`src/cqm_pkg.sv`:
```
package cqm_pkg;

  // ---------------------------------------------------------------
  // register map and fields
  // ---------------------------------------------------------------
  localparam logic [7:0] CTRL_OFS   = 8'h00;
  localparam logic [7:0] LIMIT_OFS  = 8'h04;
  localparam logic [7:0] ACCUM_OFS  = 8'h08;
  localparam logic [7:0] STATUS_OFS = 8'h0C;
  localparam int CTRL_EN_BIT  = 0;
  localparam int CTRL_SEL_LSB = 1;
  localparam int CTRL_RST_BIT = 3;
  localparam logic [1:0] SEL_REPORT = 2'h0;
  localparam logic [1:0] SEL_DISC   = 2'h1;
  localparam logic [1:0] SEL_SLEEP  = 2'h2;
  localparam logic [1:0] SEL_IGNORE = 2'h3;
  localparam logic [1:0] SEL_RESET  = SEL_DISC;
  localparam logic [15:0] LIMIT_RESET = 16'h0000;
  localparam logic [1:0] STEP_IDLE   = 2'h0;
  localparam logic [1:0] STEP_FIRST  = 2'h1;
  localparam logic [1:0] STEP_SECOND = 2'h2;
  localparam logic [1:0] STEP_THIRD  = 2'h3;

  // ---------------------------------------------------------------
  // timing
  // ---------------------------------------------------------------
  localparam int CLK_HZ      = 10000000;
  localparam int TICK_MS     = 1;
  localparam int TICK_CYC    = CLK_HZ / 1000 * TICK_MS;
  localparam logic [22:0] MA_MS_PER_MAH = 23'h36EE80;

  // ---------------------------------------------------------------
  // types
  // ---------------------------------------------------------------
  typedef enum logic [2:0] {
    PS_SLEEP  = 3'b001,
    PS_DETECT = 3'b010,
    PS_ACTIVE = 3'b100
  } cqm_pstate_e;

  typedef struct packed {
    logic mode_select_a;
    logic mode_select_b;
    logic emulation_enable_in;
    logic standby_bypass_select;
    logic port_power_enable_in;
  } cqm_pins_s;

  typedef struct packed {
    logic port_switch_on;
    logic bypass_on;
    logic emulation_on;
    logic emulation_restart;
    logic high_speed_data_switch;
    logic supply_monitor_on;
  } cqm_out_s;

endpackage : cqm_pkg

```
`src/cqm_top.sv`:
```
`timescale 1ns/100ps
`default_nettype none
module cqm_top #(
  parameter int TICK_CYCLES = cqm_pkg::TICK_CYC
) (
  // clock and reset
  input  wire logic              hclk,
  input  wire logic              hresetn,
  // ahb-lite slave
  input  wire logic              hsel,
  input  wire logic [31:0]       haddr,
  input  wire logic [1:0]        htrans,
  input  wire logic              hwrite,
  input  wire logic [2:0]        hsize,
  input  wire logic [31:0]       hwdata,
  input  wire logic              hready,
  output logic      [31:0]       hrdata,
  output logic                   hreadyout,
  output logic                   hresp,
  // mode control pins and detection events
  input  wire cqm_pkg::cqm_pins_s pins_in,
  input  wire logic              removal_det_in,
  input  wire logic              attach_det_in,
  // measured port current, same clock domain
  input  wire logic [15:0]       port_current_ma,
  // open-drain alert pin
  input  wire logic              alert_in,
  output logic                   alert_out,
  output logic                   alert_oe_n,
  // port side controls
  output cqm_pkg::cqm_out_s      port_ctl,
  output cqm_pkg::cqm_pstate_e   power_state
);

  // ---------------------------------------------------------------
  // pin synchronisers
  // ---------------------------------------------------------------
  logic [7:0] meta_r;
  logic [7:0] sync_r;
  logic [1:0] det_prev_r;
  always_ff @(posedge hclk or negedge hresetn) begin
    if (!hresetn) begin
      meta_r     <= 8'h00;
      sync_r     <= 8'h00;
      det_prev_r <= 2'h0;
    end else begin
      meta_r     <= {alert_in, attach_det_in, removal_det_in, pins_in};
      sync_r     <= meta_r;
      det_prev_r <= sync_r[6:5];
    end
  end

  cqm_pkg::cqm_pins_s pins;
  wire removal_edge = sync_r[5] & ~det_prev_r[0];
  wire attach_edge  = sync_r[6] & ~det_prev_r[1];
  wire alert_level  = sync_r[7];
  assign pins = cqm_pkg::cqm_pins_s'(sync_r[4:0]);

  // ---------------------------------------------------------------
  // bus slave: one wait state so read data come from a flop
  // ---------------------------------------------------------------
  logic        dp_r;
  logic        dp_wr_r;
  logic [7:0]  dp_addr_r;
  logic        hreadyout_r;
  logic [31:0] hrdata_r;
  wire ap_take = hsel & htrans[1] & hready;

  always_ff @(posedge hclk or negedge hresetn) begin
    if (!hresetn) begin
      dp_r        <= 1'b0;
      dp_wr_r     <= 1'b0;
      dp_addr_r   <= 8'h00;
      hreadyout_r <= 1'b1;
    end else begin
      dp_r        <= ap_take;
      hreadyout_r <= ~ap_take;
      if (ap_take) begin
        dp_wr_r   <= hwrite;
        dp_addr_r <= haddr[7:0];
      end
    end
  end

  wire wr_ctrl  = dp_r & dp_wr_r & (dp_addr_r == cqm_pkg::CTRL_OFS);
  wire wr_limit = dp_r & dp_wr_r & (dp_addr_r == cqm_pkg::LIMIT_OFS);

  // ---------------------------------------------------------------
  // control registers
  // ---------------------------------------------------------------
  logic        enable_r;
  logic [1:0]  sel_r;
  logic [15:0] limit_r;
  always_ff @(posedge hclk or negedge hresetn) begin
    if (!hresetn) begin
      enable_r <= 1'b0;
      sel_r    <= cqm_pkg::SEL_RESET;
      limit_r  <= cqm_pkg::LIMIT_RESET;
    end else begin
      if (wr_ctrl) begin
        enable_r <= hwdata[cqm_pkg::CTRL_EN_BIT];
        sel_r    <= hwdata[cqm_pkg::CTRL_SEL_LSB +: 2];
      end
      if (wr_limit) begin
        limit_r <= hwdata[15:0];
      end
    end
  end

  // ---------------------------------------------------------------
  // reset, disable and recovery decode
  // ---------------------------------------------------------------
  logic        reached_r;
  logic [1:0]  step_r;
  logic [15:0] mah_r;
  logic [21:0] frac_r;
  cqm_pkg::cqm_pstate_e state_r;
  cqm_pkg::cqm_pstate_e prev_r;
  cqm_pkg::cqm_pins_s   snap_r;

  wire rst_req  = wr_ctrl & hwdata[cqm_pkg::CTRL_RST_BIT];
  wire dis_req  = wr_ctrl & enable_r & ~hwdata[cqm_pkg::CTRL_EN_BIT];
  wire clear_w  = rst_req | dis_req;
  wire recover_w = reached_r & clear_w;
  wire resample_w = recover_w &
                    ((sel_r == cqm_pkg::SEL_DISC) |
                     (sel_r == cqm_pkg::SEL_SLEEP));
  wire changed_w  = (pins != snap_r);

  wire is_disc  = reached_r & (sel_r == cqm_pkg::SEL_DISC);
  wire is_sleep = reached_r & (sel_r == cqm_pkg::SEL_SLEEP);
  wire step_ge1 = (step_r >= cqm_pkg::STEP_FIRST);
  wire step_ge2 = (step_r >= cqm_pkg::STEP_SECOND);
  wire step_ge3 = (step_r == cqm_pkg::STEP_THIRD);

  // ---------------------------------------------------------------
  // charge accumulator
  // ---------------------------------------------------------------
  logic [31:0] tick_r;
  wire tick_w   = (tick_r == 32'(TICK_CYCLES - 1));
  wire active_w = (state_r == cqm_pkg::PS_ACTIVE);
  wire acc_en   = enable_r & active_w & ~reached_r;
  wire [22:0] sum_w  = {1'b0, frac_r} + {7'h00, port_current_ma};
  wire        roll_w = (sum_w >= cqm_pkg::MA_MS_PER_MAH);
  wire [22:0] rem_w  = sum_w - cqm_pkg::MA_MS_PER_MAH;
  wire        mah_max = (mah_r == 16'hFFFF);

  always_ff @(posedge hclk or negedge hresetn) begin
    if (!hresetn) begin
      tick_r <= 32'h00000000;
    end else if (tick_w) begin
      tick_r <= 32'h00000000;
    end else begin
      tick_r <= tick_r + 32'h00000001;
    end
  end

  always_ff @(posedge hclk or negedge hresetn) begin
    if (!hresetn) begin
      mah_r  <= 16'h0000;
      frac_r <= 22'h000000;
    end else if (clear_w) begin
      mah_r  <= 16'h0000;
      frac_r <= 22'h000000;
    end else if (tick_w & acc_en) begin
      frac_r <= roll_w ? rem_w[21:0] : sum_w[21:0];
      if (roll_w & ~mah_max) begin
        mah_r <= mah_r + 16'h0001;
      end
    end
  end

  // ---------------------------------------------------------------
  // limit detection and action sequencing
  // ---------------------------------------------------------------
  // limit compare; a zero limit trips at once
  wire reach_w = enable_r & active_w & ~reached_r & (mah_r >= limit_r);

  always_ff @(posedge hclk or negedge hresetn) begin
    if (!hresetn) begin
      reached_r <= 1'b0;
    end else if (reach_w) begin
      reached_r <= 1'b1;
    end else if (clear_w) begin
      reached_r <= 1'b0;
    end
  end

  always_ff @(posedge hclk or negedge hresetn) begin
    if (!hresetn) begin
      step_r <= cqm_pkg::STEP_IDLE;
    end else if (reach_w) begin
      step_r <= cqm_pkg::STEP_FIRST;
    end else if (clear_w) begin
      step_r <= cqm_pkg::STEP_IDLE;
    end else if (reached_r & ~step_ge3) begin
      step_r <= step_r + 2'h1;
    end
  end

  // snapshot for the later pin re-check
  always_ff @(posedge hclk or negedge hresetn) begin
    if (!hresetn) begin
      snap_r <= '0;
      prev_r <= cqm_pkg::PS_SLEEP;
    end else if (reach_w) begin
      snap_r <= pins;
      prev_r <= state_r;
    end
  end

  // ---------------------------------------------------------------
  // power state
  // ---------------------------------------------------------------
  wire sleep_cmd = ~pins.emulation_enable_in & ~pins.mode_select_a &
                   ~pins.mode_select_b;
  cqm_pkg::cqm_pstate_e ind_w;
  assign ind_w = sleep_cmd ? cqm_pkg::PS_SLEEP :
                 pins.port_power_enable_in ? cqm_pkg::PS_ACTIVE :
                 cqm_pkg::PS_DETECT;

  cqm_pkg::cqm_pstate_e state_nxt;
  always_comb begin
    state_nxt = ind_w;
    case ({resample_w, is_sleep})
      2'b10, 2'b11: begin
        // unchanged pins restore the old state
        state_nxt = changed_w ? ind_w : prev_r;
      end
      2'b01: begin
        state_nxt = step_ge3 ? cqm_pkg::PS_SLEEP : state_r;
      end
      default: begin
        // code 01 still follows the pins
        state_nxt = ind_w;
      end
    endcase
  end

  always_ff @(posedge hclk or negedge hresetn) begin
    if (!hresetn) begin
      state_r <= cqm_pkg::PS_SLEEP;
    end else begin
      state_r <= state_nxt;
    end
  end

  // ---------------------------------------------------------------
  // port side outputs
  // ---------------------------------------------------------------
  logic removed_r;
  always_ff @(posedge hclk or negedge hresetn) begin
    if (!hresetn) begin
      removed_r <= 1'b0;
    end else if (removal_edge) begin
      removed_r <= 1'b1;
    end else if (attach_edge) begin
      removed_r <= 1'b0;
    end
  end

  wire sw_block  = (is_disc & step_ge3) | (is_sleep & step_ge1);
  wire emu_block = (is_disc | is_sleep) & step_ge2;
  wire mon_block = is_sleep & step_ge1;
  wire byp_block = is_disc & step_ge3;
  wire rs_restart = resample_w & changed_w & pins.emulation_enable_in;
  wire re_attach  = attach_edge & removed_r & enable_r & ~reached_r;
  // alert for codes 00 and 01
  wire alert_drv  = reached_r & ((sel_r == cqm_pkg::SEL_REPORT) |
                                 (sel_r == cqm_pkg::SEL_DISC & step_ge1));

  cqm_pkg::cqm_out_s out_nxt;
  cqm_pkg::cqm_out_s out_r;
  logic              alert_oe_n_r;
  // no error path: the outputs below and power_state (forced to Sleep under code 10) react to the limit
  assign out_nxt.port_switch_on = (state_r == cqm_pkg::PS_ACTIVE) &
                                  ~sw_block;
  assign out_nxt.bypass_on      = (state_r == cqm_pkg::PS_DETECT) &
                                  pins.standby_bypass_select & ~byp_block;
  assign out_nxt.emulation_on   = pins.emulation_enable_in &
                                  (state_r != cqm_pkg::PS_SLEEP) &
                                  ~emu_block;
  assign out_nxt.emulation_restart = rs_restart | re_attach;
  // code 01 leaves the data switch to the state
  assign out_nxt.high_speed_data_switch = (state_r == cqm_pkg::PS_ACTIVE) &
                                          ~mon_block;
  assign out_nxt.supply_monitor_on = ~mon_block;

  always_ff @(posedge hclk or negedge hresetn) begin
    if (!hresetn) begin
      out_r        <= '0;
      alert_oe_n_r <= 1'b1;
    end else begin
      out_r        <= out_nxt;
      // alert released once the flag clears
      alert_oe_n_r <= ~alert_drv;
    end
  end

  // ---------------------------------------------------------------
  // read path
  // ---------------------------------------------------------------
  wire [31:0] ctrl_rd   = {28'h0000000, 1'b0, sel_r, enable_r};
  wire [31:0] limit_rd  = {16'h0000, limit_r};
  wire [31:0] accum_rd  = {16'h0000, mah_r};
  wire [31:0] status_rd = {22'h000000, alert_level,
                           out_r.supply_monitor_on,
                           out_r.high_speed_data_switch,
                           out_r.bypass_on, out_r.emulation_on,
                           out_r.port_switch_on, state_r, reached_r};
  wire [31:0] rd_mux = (dp_addr_r == cqm_pkg::CTRL_OFS)   ? ctrl_rd :
                       (dp_addr_r == cqm_pkg::LIMIT_OFS)  ? limit_rd :
                       (dp_addr_r == cqm_pkg::ACCUM_OFS)  ? accum_rd :
                       (dp_addr_r == cqm_pkg::STATUS_OFS) ? status_rd :
                       32'h00000000;

  always_ff @(posedge hclk or negedge hresetn) begin
    if (!hresetn) begin
      hrdata_r <= 32'h00000000;
    end else if (dp_r & ~dp_wr_r) begin
      hrdata_r <= rd_mux;
    end
  end

  assign hrdata      = hrdata_r;
  assign hreadyout   = hreadyout_r;
  assign hresp       = 1'b0;
  assign alert_out   = 1'b0;
  assign alert_oe_n  = alert_oe_n_r;
  assign port_ctl    = out_r;
  assign power_state = state_r;

  // ---------------------------------------------------------------
  // assertions
  // ---------------------------------------------------------------
  acc_only_active_a: assert property (@(posedge hclk) disable iff (!hresetn)
    (!active_w && !clear_w) |=> $stable(mah_r))
    else $error("charge changed outside the active state");

  flag_sets_a: assert property (@(posedge hclk) disable iff (!hresetn)
    reach_w |=> reached_r && step_r == cqm_pkg::STEP_FIRST)
    else $error("reached flag not set at the limit");

  action_holds_a: assert property (@(posedge hclk) disable iff (!hresetn)
    (reached_r && !clear_w) |=> reached_r)
    else $error("rationing action dropped without reset");

  disc_order_a: assert property (@(posedge hclk) disable iff (!hresetn)
    (reach_w && sel_r == cqm_pkg::SEL_DISC) ##1
    (!clear_w && !wr_ctrl)[*3] |=>
    !alert_oe_n_r && !out_r.emulation_on && !out_r.port_switch_on)
    else $error("disconnect sequence not completed");

  no_bypass_a: assert property (@(posedge hclk) disable iff (!hresetn)
    (is_disc && step_ge3) |=> !out_r.bypass_on)
    else $error("bypass turned on after the limit");

  hsw_kept_a: assert property (@(posedge hclk) disable iff (!hresetn)
    is_disc |=> out_r.high_speed_data_switch ==
                ($past(state_r) == cqm_pkg::PS_ACTIVE))
    else $error("data switch disturbed under code 01");

  sleep_freeze_a: assert property (@(posedge hclk) disable iff (!hresetn)
    (is_sleep && step_ge3 && !resample_w) |=>
    state_r == cqm_pkg::PS_SLEEP && !out_r.supply_monitor_on)
    else $error("sleep not held under code 10");

  reset_clears_a: assert property (@(posedge hclk) disable iff (!hresetn)
    (clear_w && !reach_w) |=> mah_r == 16'h0000 && !reached_r)
    else $error("rationing reset did not clear");

  alert_release_a: assert property (@(posedge hclk) disable iff (!hresetn)
    (recover_w && !sel_r[1]) |-> ##2 alert_oe_n_r)
    else $error("alert not released after reset");

  restore_prev_a: assert property (@(posedge hclk) disable iff (!hresetn)
    (resample_w && !changed_w) |=>
    state_r == $past(prev_r) && !out_r.emulation_restart)
    else $error("previous state not restored");

endmodule : cqm_top
`default_nettype wire

```
`config.mk`:
```
export PLATFORM = sky130hd
export DESIGN_NAME = cqm_top
export DESIGN_NICKNAME = d
export VERILOG_FILES = /design/src/cqm_pkg.sv /design/src/cqm_top.sv
export SDC_FILE = /design/constraint.sdc
export NUM_CORES = 1
export LEC_CHECK = 0
export BUFFER_PORTS_ARGS = -buffer_cell sky130_fd_sc_hd__buf_2
export CAP_MARGIN = 25
export CORE_MARGIN = 1.5
export CORE_UTILIZATION = 42
export CTS_BUF_LIST = sky130_fd_sc_hd__clkbuf_2
export DETAILED_ROUTE_END_ITERATION = 12
export PLACE_DENSITY = 0.66
export SYNTH_ARGS = -nofsm -noshare
export SYNTH_HDL_FRONTEND = slang
export SYNTH_SLANG_ARGS = --single-unit
```
`constraint.sdc`:
```
create_clock -name hclk -period 3.5 [get_ports hclk]
set_input_delay 0.175 -clock hclk [delete_from_list [all_inputs] [get_ports hclk]]
set_output_delay 0.175 -clock hclk [all_outputs]
set_load 0.03 [all_outputs]
```
==> summary.md, run 1 <==
| Metric | Value |
|---|---|
| Avg WL per Cell | 15.83 um |
| Number of antenna violations at the first check in global routing | 2 |
| Signal arrival time at the worst endpoint | 4.18 ns |
| Core area | a little over 0.02 mm2 |
| Highest cell delay on the worst timing path | ~0.51 ns |
| Count of unique library cells instantiated by Yosys | 72 |
| Worst ir drop on vdd | 0.1771 mV |
| Largest net degree at the start of global routing | just under 100 |
| CTS sink cnt | 156 |
| Utilization of the core after routing | 0.5448 |
| Max-capacitance violation count | 0 |
| Total Die Area | 0.02184 mm2 |
| Initial Utilization | 0.4310 |
| Worst slew pin tran | between 0.9 and 1 ns |
| Drt first pass iters | 5 |
| CP Capture Type | register |
| Cell type group with the largest total delay on the critical path | compound AO/OA/AOI/OAI gates |
| Cell at the slowest stage of the critical path | sky130_fd_sc_hd__or4_1 |
| Number of nets still failing antenna checks after routing | 0 |
| CP required | 4.18 ns |
| TritonCTS clock tree | yes |
| Port Buffers | 80 |
| Commonest cells after routing, fill and taps aside | sky130_fd_sc_hd__dfrtp_1, sky130_fd_sc_hd__nand2_1, sky130_fd_sc_hd__buf_2, sky130_fd_sc_hd__buf_4, sky130_fd_sc_hd__dlygate4sd3_1 |
| Pwr Density | 345.1 mW/mm2 |
| Total net switching power | ~1300 uW |
| Switching share of total power | 0.3435 |
| Count of buffer and inverter cells on the critical path | 2 |
| H-Tree Depth | 4 |
| Commonest non-fill, non-tap cell in the layout | sky130_fd_sc_hd__dfrtp_1 |
| Average cell area after synthesis | 9.783 um2 |
| F_max | 0.2855 GHz |
| Worst setup path class | reg -> reg |
| Final routed DRC violation total | 0 |
| Path category of the worst min-delay check | in -> async |
| Failing checks | setup timing |
| Via count | 7487 |
| Final weighted congestion in routability-driven placement | 0.8532 |
| CTS Buffer Depth | 2 |
| Die width | between 100 and 150 um |
| Number of flops mapped to enable cells by yosys | 0 |
| Setup Viol. Count Final | 1 |
| Clock slew seen by the registers of the worst setup and hold paths | 0.29 ns |
| Global routing usage summed across all routing layers | 0.1925 |
| Crit-path cells | ha_1 -> o211ai_1 -> buf_4 -> o211ai_4 -> a211o_1 -> a31o_4 -> o311ai_4 -> a32o_2 -> and3_4 -> a21oi_4 -> buf_12 -> or4_1 -> a21oi_2 |
| Static Leak | 0.005026 uW |
| Worst-case clock skew | 0.04046 ns |
| Fin cells | 1376 |
| Standard-cell rows | 52 |
| Relative contribution of sequential cells to total power | 0.509 |
| Total wire length after detailed routing | approximately 22000 um |
| Total number of nets in the final design | ~1200 |
| Number of buffers created by CTS | 17 |
| Vert. Die Dim | approximately 150 um |
| Synth Register Bits | 156 |
| Status | complete, but fails checks |
| Fraction of synthesized cell area taken by the top area cell type | 0.4292 |
| Fraction of synthesis flops using an asynchronous set or reset pin | 1.000 |
| Crit path max fanout | 7 |
| Drt via density | around 5.4 |
| Combinational fraction of design power | 0.222 |
| Drt initial violations | 619 |
| Share of the yosys chip area belonging to registers | 0.4441 |
| Finished layout cell area | 0.01113 mm2 |
| Worst setup slack after placement | -0.1312 ns |
| Final critical-path share of the clock period | 1.001 |
| Top post-synthesis cells by area | sky130_fd_sc_hd__dfrtp_1, sky130_fd_sc_hd__ha_1, sky130_fd_sc_hd__mux2_2, sky130_fd_sc_hd__nand2_1, sky130_fd_sc_hd__xnor2_1 |
| Post-Syn Area | 0.008805 mm2 |
| Remaining max-slew budget at the tightest pin | 0.3724 |
| Total internal power | 2522 uW |
| Minimum clock period | between 3 and 4 ns |
| Wire length of the first global-routing pass | 33950 um |
| Clock share of power | 0.269 |
| Total chip power | 3841 uW |
| Total I/O pin count | roughly 140 |
| Synth warn | 0 |
| Dpl hpwl | 14570 um |
| Via count of the first global-routing pass | 6987 |
| Number of hold-slack violations in the final timing report | 0 |
| Share of post-route cells with drive strength above 1 | 0.2699 |
| Cell count after synthesis | 900 |
| Cell taking the most area after synthesis | sky130_fd_sc_hd__dfrtp_1 |
| Setup repair after global routing missed its margin | yes |
| Layout Area Growth over Synthesis | 26.42% |
| Worst-skew pair later-pin latency | 0.75 ns |
| CTS Root Buffer Type | sky130_fd_sc_hd__clkbuf_2 |
| Number of placed instances, taps included | roughly 1300 |
| Main flop type after synthesis | sky130_fd_sc_hd__dfrtp_1 |
| Critical Path Start Type | register |
| Leftover overflow at the end of global routing | 0 |
| Worst Slack Setup Final | -0.002713 ns |
| Area after detailed placement | 0.009811 mm2 |
| Max-slew violation count | 0 |
-- per-stage QoR --
step	hold WS, ns	setup TNS [ns]
6_report	0.02728	-0.002713
3_5_place_dp	0.2843	-1.177
3_3_place_gp	0.2828	-0.2315
2_1_floorplan	-0.1206	0
5_1_grt	0.04267	-2.536
4_1_cts	0.01561	-0.007887
-- worst reg2reg max path, stage by stage (launching register included) --
cell                       delay [ns]
sky130_fd_sc_hd__dfrtp_1         0.46
sky130_fd_sc_hd__ha_1            0.29
sky130_fd_sc_hd__o211ai_1        0.26
sky130_fd_sc_hd__buf_4           0.17
sky130_fd_sc_hd__o211ai_4        0.09
sky130_fd_sc_hd__a211o_1         0.33
sky130_fd_sc_hd__a31o_4          0.28
sky130_fd_sc_hd__o311ai_4        0.20
sky130_fd_sc_hd__a32o_2          0.23
sky130_fd_sc_hd__and3_4          0.20
sky130_fd_sc_hd__a21oi_4         0.09
sky130_fd_sc_hd__buf_12          0.16
sky130_fd_sc_hd__or4_1           0.51
sky130_fd_sc_hd__a21oi_2         0.15
-- logic make-up after synthesis --
group / synth area share
xor gates and xnor gates: 0.05869
muxes: 0.06011
adders and majority gates: 0.06054
DFF: 0.4441
AOI/OAI and AO/OA: 0.1472
other: 0.0004259
buffers and inverters: 0.04860
and+or+nand+nor: 0.1803
-- per-layer routing --
| layer | part of all wire | GRT usage | vias up |
|---|---|---|---|
| li1 | - | - | 3621 |
| met1 | 0.45 | 0.2546 | 3668 |
| met2 | 0.49 | 0.3164 | 168 |
| met3 | 0.044 | 0.03735 | 30 |
| met4 | 0.017 | 0.06500 | 0 |
| met5 | 0 | 0 | - |
-- flip-flops by register name (all words and copies together) (netlist names) --
| name | flops |
|---|---|
| tick_r | 32 |
| prev_r | 3 |
| sel_r | 2 |
| sync_r | 8 |
| limit_r | 16 |
| meta_r | 8 |
| det_prev_r | 2 |
| hreadyout | 1 |
| hrdata | 16 |
| removed_r | 1 |
| frac_r | 22 |
| alert_oe_n | 1 |
| enable_r | 1 |
| mah_r | 16 |
| dp_addr_r | 8 |
| step_r | 2 |
| dp_r | 1 |
| reached_r | 1 |
| port_ctl | 6 |
| power_state | 3 |
| snap_r | 5 |
| dp_wr_r | 1 |
-- worst paths after layout --
kind	slack, ns	startpoint	depth (start not counted)	to
worst max-delay path	-0.003	frac_r[2]	13	mah_r[4]
worst min-delay path	0.03	hresetn	2	frac_r[5]
worst max register to register	-0.003	frac_r[2]	13	mah_r[4]
worst min register to register	0.38	meta_r[7]	0	sync_r[7]
max in group asynchronous	2.45	hresetn	3	tick_r[20]
min in group hclk	0.10	port_current_ma[3]	7	frac_r[3]
-- cells in the mapped netlist (5+ instances only) --
cell type and n:
sky130_fd_sc_hd__dfstp_2 5, sky130_fd_sc_hd__mux2_2 32, sky130_fd_sc_hd__a22oi_1 15, sky130_fd_sc_hd__nand4_1 18
sky130_fd_sc_hd__buf_4 20, sky130_fd_sc_hd__or3_1 7, sky130_fd_sc_hd__or4_1 10, sky130_fd_sc_hd__o21ai_0 49
sky130_fd_sc_hd__and2_1 10, sky130_fd_sc_hd__ha_1 41, sky130_fd_sc_hd__nor2_1 49, sky130_fd_sc_hd__dfrtp_1 151
sky130_fd_sc_hd__nand2_1 89, sky130_fd_sc_hd__nor2b_1 9, sky130_fd_sc_hd__nor3_1 22, sky130_fd_sc_hd__inv_1 31
sky130_fd_sc_hd__o31ai_1 19, sky130_fd_sc_hd__nand3_1 33, sky130_fd_sc_hd__xor2_1 22, sky130_fd_sc_hd__and3_1 15
sky130_fd_sc_hd__clkbuf_1 29, sky130_fd_sc_hd__xnor2_1 37, sky130_fd_sc_hd__a21o_1 10, sky130_fd_sc_hd__a21oi_1 47
sky130_fd_sc_hd__nand2b_1 11, sky130_fd_sc_hd__a211oi_1 6, sky130_fd_sc_hd__and4_1 5, sky130_fd_sc_hd__mux2i_1 9
sky130_fd_sc_hd__nor4_1 20
-- power by group through the flow --
stage	Combinational (uW)	Sequential (uW)	Clock, uW
4_1_cts	765	1950	1070
6_report	854	1960	1030
3_5_place_dp	704	1980	0
2_1_floorplan	442	2000	0
5_1_grt	935	1970	1140
3_3_place_gp	696	1980	0
-- timing repair --
| action | CTS | global route |
|---|---|---|
| resized for setup | 9 | 69 |
| hold endpoints to repair | 147 | 0 |
| setup buffers | 2 | 13 |
| hold buffers | 50 | 0 |
| setup endpoints to repair | 26 | 31 |
| pin swaps | 6 | 44 |
| cloned | 0 | 3 |
-- cell type report --
cell class	instances	area [um2]
clock buffers	17	85.08
multi-input cells	672	4898
inverters	32	120.1
diodes	2	5.005
flip-flops and latches	156	3910
well taps	270	337.8
clock inverters	15	168.9
repair buffers	212	1605
fillers	1805	9299
(Power assumes the default switching activity.)
==> inputs of run 2 (changes only) <==
Settings changed: CORE_ASPECT_RATIO from default to 1.4.
==> run 2 against run 1 <==
Compared with the run above:
- hold slack gained 0.065 ns
- combinational power shrank 2.5%
- the run still ends with setup timing left
- clock skew grew 0.0043 ns
- critical endpoint is now frac_r[13]
==> summary.md, run 2 (same netlist as run 1, synthesis figures left out) <==
| Metric | Value |
|---|---|
| Status | complete, but fails checks |
| Failing checks | setup timing |
| Number of hold-slack violations in the final timing report | 0 |
| Leftover overflow at the end of global routing | 0 |
| CTS Root Buffer Type | sky130_fd_sc_hd__clkbuf_2 |
| Worst slew pin tran | 0.9295 ns |
| Worst hold path endpoint | dp_wr_r |
| Core area | 0.02056 mm2 |
| Final critical-path share of the clock period | 1.009 |
| CP Capture Type | register |
| Share of post-route cells with drive strength above 1 | 0.2473 |
| CTS sink cnt | 156 |
| Worst Slack Setup Final | -0.03182 ns |
| Pwr Density | between 300 and 400 mW/mm2 |
| Remaining max-slew budget at the tightest pin | 0.3791 |
| Commonest non-fill, non-tap cell in the layout | sky130_fd_sc_hd__dfrtp_1 |
| Clock slew seen by the registers of the worst setup and hold paths | 0.28 ns |
| Initial Utilization | 0.4283 |
| Crit path max fanout | 7 |
| Biggest register | tick_r |
| Setup Viol. Count Final | 5 |
| Setup repair after global routing missed its margin | yes |
| Final routed DRC violation total | 0 |
| Minimum clock period | roughly 3.5 ns |
| Path category of the worst min-delay check | in -> reg |
| Worst setup path class | reg -> reg |
| Hold Path Origin | hsel |
| Total I/O pin count | 143 |
| Largest net degree at the start of global routing | 68 |
| Via count | around 7500 |
| Worst-skew pair later-pin latency | 0.78 ns |
| Final sum of negative setup slack | -0.09310 ns |
| Final weighted congestion in routability-driven placement | around 0.88 |
| Hold depth | 3 |
| Vert. Die Dim | 174.3 um |
| Port Buffers | 80 |
| Global routing usage summed across all routing layers | 0.2055 |
| Number of buffers created by CTS | 17 |
| Dpl hpwl | 15000 um |
| Layout fillers | 1807 |
| Number of nets still failing antenna checks after routing | 0 |
| Fin cells | around 1400 |
| Die width | about 130 um |
| Worst-case clock skew | 0.04479 ns |
| Drt via density | 5.544 |
| Max FFs per register | 32 |
| Via count of the first global-routing pass | around 7500 |
| Flip-flop and latch area | 0.003910 mm2 |
| Area used by multi-input combinational logic | about 0.0048 mm2 |
| Reg2Reg Depth | 14 |
| Total wire length after detailed routing | around 22000 um |
| Wire length of the first global-routing pass | roughly 37000 um |
| Number of antenna violations at the first check in global routing | 1 |
| Max-capacitance violation count | 0 |
| Critical Path Start Type | register |
| R2R Setup Slk | -0.03 ns |
| Total Die Area | 0.02185 mm2 |
| Registers with the most flip-flops | tick_r x32, frac_r x22 |
| Reg2Reg Launch Point | frac_r[0] |
| Signal arrival time at the worst endpoint | 4.23 ns |
| Reg-to-reg critical path endpoint | frac_r[13] |
| H-Tree Depth | 4 |
| Layout Area Growth over Synthesis | 24.71% |
| Total number of nets in the final design | 1223 |
| Drt first pass iters | 5 |
| Worst ir drop on vdd | 0.2437 mV |
| Max-slew violation count | 0 |
| Number of placed instances, taps included | 1253 |
| F_max | 0.2831 GHz |
| Commonest cells after routing, fill and taps aside | sky130_fd_sc_hd__dfrtp_1, sky130_fd_sc_hd__nand2_1, sky130_fd_sc_hd__buf_2, sky130_fd_sc_hd__buf_4, sky130_fd_sc_hd__dlygate4sd3_1 |
| Avg WL per Cell | 16.31 um |
| Standard-cell rows | 62 |
| Drt initial violations | 381 |
| Static Leak | 0.004989 uW |
| Total chip power | between 3000 and 4000 uW |
| TritonCTS clock tree | yes |
| CP required | 4.20 ns |
| CTS Buffer Depth | 2 |
-- run 2: worst max-delay path, stage by stage (launching register included) --
cell	delay, ns
sky130_fd_sc_hd__dfrtp_1	0.45
sky130_fd_sc_hd__ha_2	0.20
sky130_fd_sc_hd__buf_6	0.12
sky130_fd_sc_hd__a211oi_4	0.27
sky130_fd_sc_hd__buf_4	0.17
sky130_fd_sc_hd__o211ai_4	0.09
sky130_fd_sc_hd__a211o_1	0.33
sky130_fd_sc_hd__a31o_4	0.27
sky130_fd_sc_hd__o311ai_2	0.22
sky130_fd_sc_hd__a32o_2	0.23
sky130_fd_sc_hd__and3_4	0.20
sky130_fd_sc_hd__a21oi_4	0.11
sky130_fd_sc_hd__buf_6	0.17
sky130_fd_sc_hd__or3_1	0.35
sky130_fd_sc_hd__a311oi_1	0.26
-- run 2: how the worst max path moves through the flow --
stage	startpoint	to	depth (start not counted)
2_1_floorplan	frac_r[0]	frac_r[20]	15
3_3_place_gp	frac_r[0]	frac_r[20]	14
3_5_place_dp	frac_r[1]	frac_r[20]	12
4_1_cts	frac_r[0]	frac_r[20]	15
5_1_grt	frac_r[2]	frac_r[13]	12
6_report	frac_r[0]	frac_r[13]	14
-- run 2: cell type report --
cell class | count | share of cell area
Clock inverter | 15 | 0.01584
Inverter | 32 | 0.01094
Clock buffer | 17 | 0.007748
Antenna cell | 1 | 0.0002279
Sequential cell | 156 | 0.3561
Tap cell | 256 | 0.02917
Timing Repair Buffer | 204 | 0.1447
Multi-Input combinational cell | 672 | 0.4353
-- run 2: what timing repair did --
item / in CTS / in global routing
hold endpoints to repair: 221 / 0
hold buffers: 54 / 0
gates cloned: 1 / 1
endpoints found under the setup margin: 27 / 30
setup buffers: 6 / 5
pin swaps: 12 / 23
resized for setup: 16 / 47
-- run 2: per-stage QoR --
stage / hold WS [ns] / instance area (um2) / utilization / setup WS (ns)
finish: 0.09202 / 10980 / 0.5341 / -0.03182
global route: 0.05391 / 10980 / 0.5341 / -0.1592
CTS: 0.01415 / 10730 / 0.5221 / -0.02636
detailed placement: 0.2434 / 9753 / 0.4744 / -0.1362
global placement: 0.2335 / 9753 / 0.4744 / -0.06199
floorplan: -0.1206 / 8869 / - / 0.08319
-- run 2: power by group --
| part | internal, uW | switching [uW] | leakage [uW] | total [uW] |
|---|---|---|---|---|
| combinational | 367 | 465 | 0.00288 | 833 |
| sequential | 1890 | 62.8 | 0.00197 | 1950 |
| clock | 240 | 785 | 0.000145 | 1030 |
| total | 2500 | 1310 | 0.00499 | 3810 |
-- run 2: metal layers --
| metal | vias up | track usage | share of wire | wire [um] |
|---|---|---|---|---|
| met3 | 50 | 0.03263 | 0.028 | 627 |
| met2 | 156 | 0.3766 | 0.53 | 11640 |
| li1 | 3596 | - | - | - |
| met4 | 0 | 0.08428 | 0.031 | 689 |
| met5 | - | 0 | 0 | 0 |
| met1 | 3699 | 0.2366 | 0.41 | 9111 |
==> inputs of run 3 (changes only) <==
Settings changed: CORE_ASPECT_RATIO 1.4 to 1.1, PLACE_DENSITY 0.66 to 0.63.
Clock period 3.5 ns to 3.67 ns, I/O delays scaled along.
==> run 3 against run 2 <==
Compared with the run above:
- the run now ends clean
- highest routed layer unchanged
- combinational power is 14% lower
- die area is essentially flat
- largest power group unchanged
- non-clock buffer count fell by 38
- sequential share of layout area rose by 1.7 points
- first-iteration DRC count increased by 38%
- critical path depth did not move
- via count fell by 4.2%
- clock-buffer cell count unchanged
- clock power fell by 4%
- final area shrank 4.7%
- hold slack got worse by 0.019 ns
==> summary.md, run 3 (same netlist as run 1, synthesis figures left out) <==
| Metric | Value |
|---|---|
| Status | finished clean |
| Wire length of the first global-routing pass | 34130 um |
| Path category of the worst min-delay check | in -> async |
| Number of hold-slack violations in the final timing report | 0 |
| Total number of nets in the final design | 1185 |
| Worst setup path class | reg -> reg |
| Worst-case clock skew | 0.05255 ns |
| Max-capacitance violation count | 0 |
| Biggest register | tick_r |
| Max-slew violation count | 0 |
| Number of antenna violations at the first check in global routing | 1 |
| Via count | ~7000 |
| Number of nets still failing antenna checks after routing | 0 |
| CTS sink cnt | 156 |
| Drt initial violations | 525 |
| Commonest cells after routing, fill and taps aside | sky130_fd_sc_hd__dfrtp_1, sky130_fd_sc_hd__nand2_1, sky130_fd_sc_hd__buf_2, sky130_fd_sc_hd__nor2_1, sky130_fd_sc_hd__dlygate4sd3_1 |
| Crit path max fanout | 29 |
| Vert. Die Dim | 154.9 um |
| Total chip power | ~3600 uW |
| Minimum clock period | ~3.5 ns |
| Standard-cell rows | 55 |
| CP required | 4.32 ns |
| Via count of the first global-routing pass | between 6000 and 7000 |
| Max FFs per register | 32 |
| F_max | 0.2868 GHz |
| Total I/O pin count | roughly 140 |
| Avg WL per Cell | 15.80 um |
| Finished layout cell area | 0.01047 mm2 |
| TritonCTS clock tree | yes |
| Layout fillers | 1936 |
| Clock slew seen by the registers of the worst setup and hold paths | 0.30 ns |
| Global routing usage summed across all routing layers | 0.1931 |
| Share of post-route cells with drive strength above 1 | 0.2079 |
| Clock share of power | 0.277 |
| Total internal power | 2347 uW |
| Total wire length after detailed routing | 20800 um |
| Leftover overflow at the end of global routing | 0 |
| Pwr Density | 342.3 mW/mm2 |
| Worst setup slack after placement | -0.07643 ns |
| Worst ir drop on vdd | 0.1748 mV |
| Setup repair after global routing missed its margin | yes |
| Registers with the most flip-flops | tick_r x32, frac_r x22 |
| Drt via density | between 5 and 6 |
| Worst Slack Setup Final | 0.1827 ns |
| Signal arrival time at the worst endpoint | 4.14 ns |
| Final sum of negative setup slack | 0 ns |
| Worst-skew pair later-pin latency | between 0.7 and 0.8 ns |
| Die width | 141.1 um |
| Drt first pass iters | 5 |
| CP Capture Type | register |
| H-Tree Depth | 4 |
| Total net switching power | 1236 uW |
| Final critical-path share of the clock period | 0.9502 |
| CTS Buffer Depth | 2 |
| Initial Utilization | 0.4279 |
| Number of buffers created by CTS | 17 |
| Final weighted congestion in routability-driven placement | 0.8643 |
| Final routed DRC violation total | 0 |
| Critical Path Start Type | register |
| Remaining max-slew budget at the tightest pin | 0.3385 |
| Core area | 0.02058 mm2 |
| Setup Viol. Count Final | 0 |
| Combinational fraction of design power | 0.200 |
| Commonest non-fill, non-tap cell in the layout | sky130_fd_sc_hd__dfrtp_1 |
| Area after detailed placement | about 0.0096 mm2 |
| Utilization of the core after routing | 0.5087 |
| Port Buffers | 80 |
| Relative contribution of sequential cells to total power | 0.523 |
| Static Leak | 0.004765 uW |
| Switching share of total power | 0.3448 |
| Worst slew pin tran | 0.9857 ns |
| Layout Area Growth over Synthesis | 18.89% |
| Total Die Area | 0.02184 mm2 |
| Largest net degree at the start of global routing | 101 |
| Dpl hpwl | 14380 um |
| CTS Root Buffer Type | sky130_fd_sc_hd__clkbuf_2 |
run 3: cell types whose count changed in the layout (fill, tap and decap cells not counted), sizes merged:
cell,before,now
diode,1,2
buf,149,117
clkbuf,19,17
dlygate4sd3,53,49
run 3: final cells by class:
class                      count  area (um2)  share of cell area
tap                          256       320.3             0.03060
antenna                        2       5.005           0.0004781
inverter                      32       120.1             0.01148
multi-input combinational    672        4647              0.4439
clock inverter                15       176.4             0.01685
clock buffer                  17       85.08            0.008128
timing repair buffer         166        1204              0.1150
sequential                   156        3910              0.3735
run 3: critical path, cell delays in order, from the launching register on:
cell                       delay (ns)
sky130_fd_sc_hd__dfrtp_1         0.45
sky130_fd_sc_hd__ha_2            0.20
sky130_fd_sc_hd__fa_2            0.40
sky130_fd_sc_hd__a211oi_4        0.32
sky130_fd_sc_hd__o211a_1         0.23
sky130_fd_sc_hd__o21a_1          0.17
sky130_fd_sc_hd__buf_4           0.14
sky130_fd_sc_hd__o21ai_2         0.08
sky130_fd_sc_hd__xor2_1          0.27
sky130_fd_sc_hd__a21oi_2         0.08
sky130_fd_sc_hd__o211ai_2        0.21
sky130_fd_sc_hd__a21oi_2         0.11
sky130_fd_sc_hd__buf_12          0.17
sky130_fd_sc_hd__or4_1           0.49
sky130_fd_sc_hd__a21oi_2         0.13
run 3: routing by layer:
metal	up-vias	share of wire	GRT usage
met2	117	0.51	0.3324
li1	3513	-	-
met1	3533	0.46	0.2528
met4	0	0.014	0.05456
met5	-	0	0
met3	21	0.026	0.02986
run 3: final timing paths:
path	startpoint	end	slack [ns]	cells past startpoint
setup reg to reg	frac_r[0]	mah_r[8]	0.18	14
setup / recovery	frac_r[0]	mah_r[8]	0.18	14
hold / removal	hresetn	limit_r[13]	0.07	2
hold reg to reg	meta_r[4]	sync_r[4]	0.39	0
max in group asynchronous	hresetn	tick_r[14]	2.74	3
min in group hclk	port_current_ma[4]	frac_r[4]	0.08	6
run 3: per-stage QoR:
stage	hold WS (ns)	cells
6_report	0.07276	1316
5_1_grt	0.03803	1316
4_1_cts	0.001399	1310
3_5_place_dp	0.2928	1229
3_3_place_gp	0.2910	1229
2_1_floorplan	-0.1121	917
run 3: power by group through the flow:
stage | sequential (uW) | combinational [uW] | clock, uW
after CTS | 1870 | 681 | 1030
final | 1870 | 716 | 993
after global placement | 1900 | 625 | 0
after floorplan | 1910 | 422 | 0
after global routing | 1890 | 796 | 1100
after detailed placement | 1900 | 635 | 0
run 3: timing repair:
item                                   CTS  global route
setup endpoints to repair               22            31
hold buffers                            49             0
endpoints found under the hold margin  147             0
resized for setup                        1            27
setup buffers                            0             4
pin swaps                                1            17
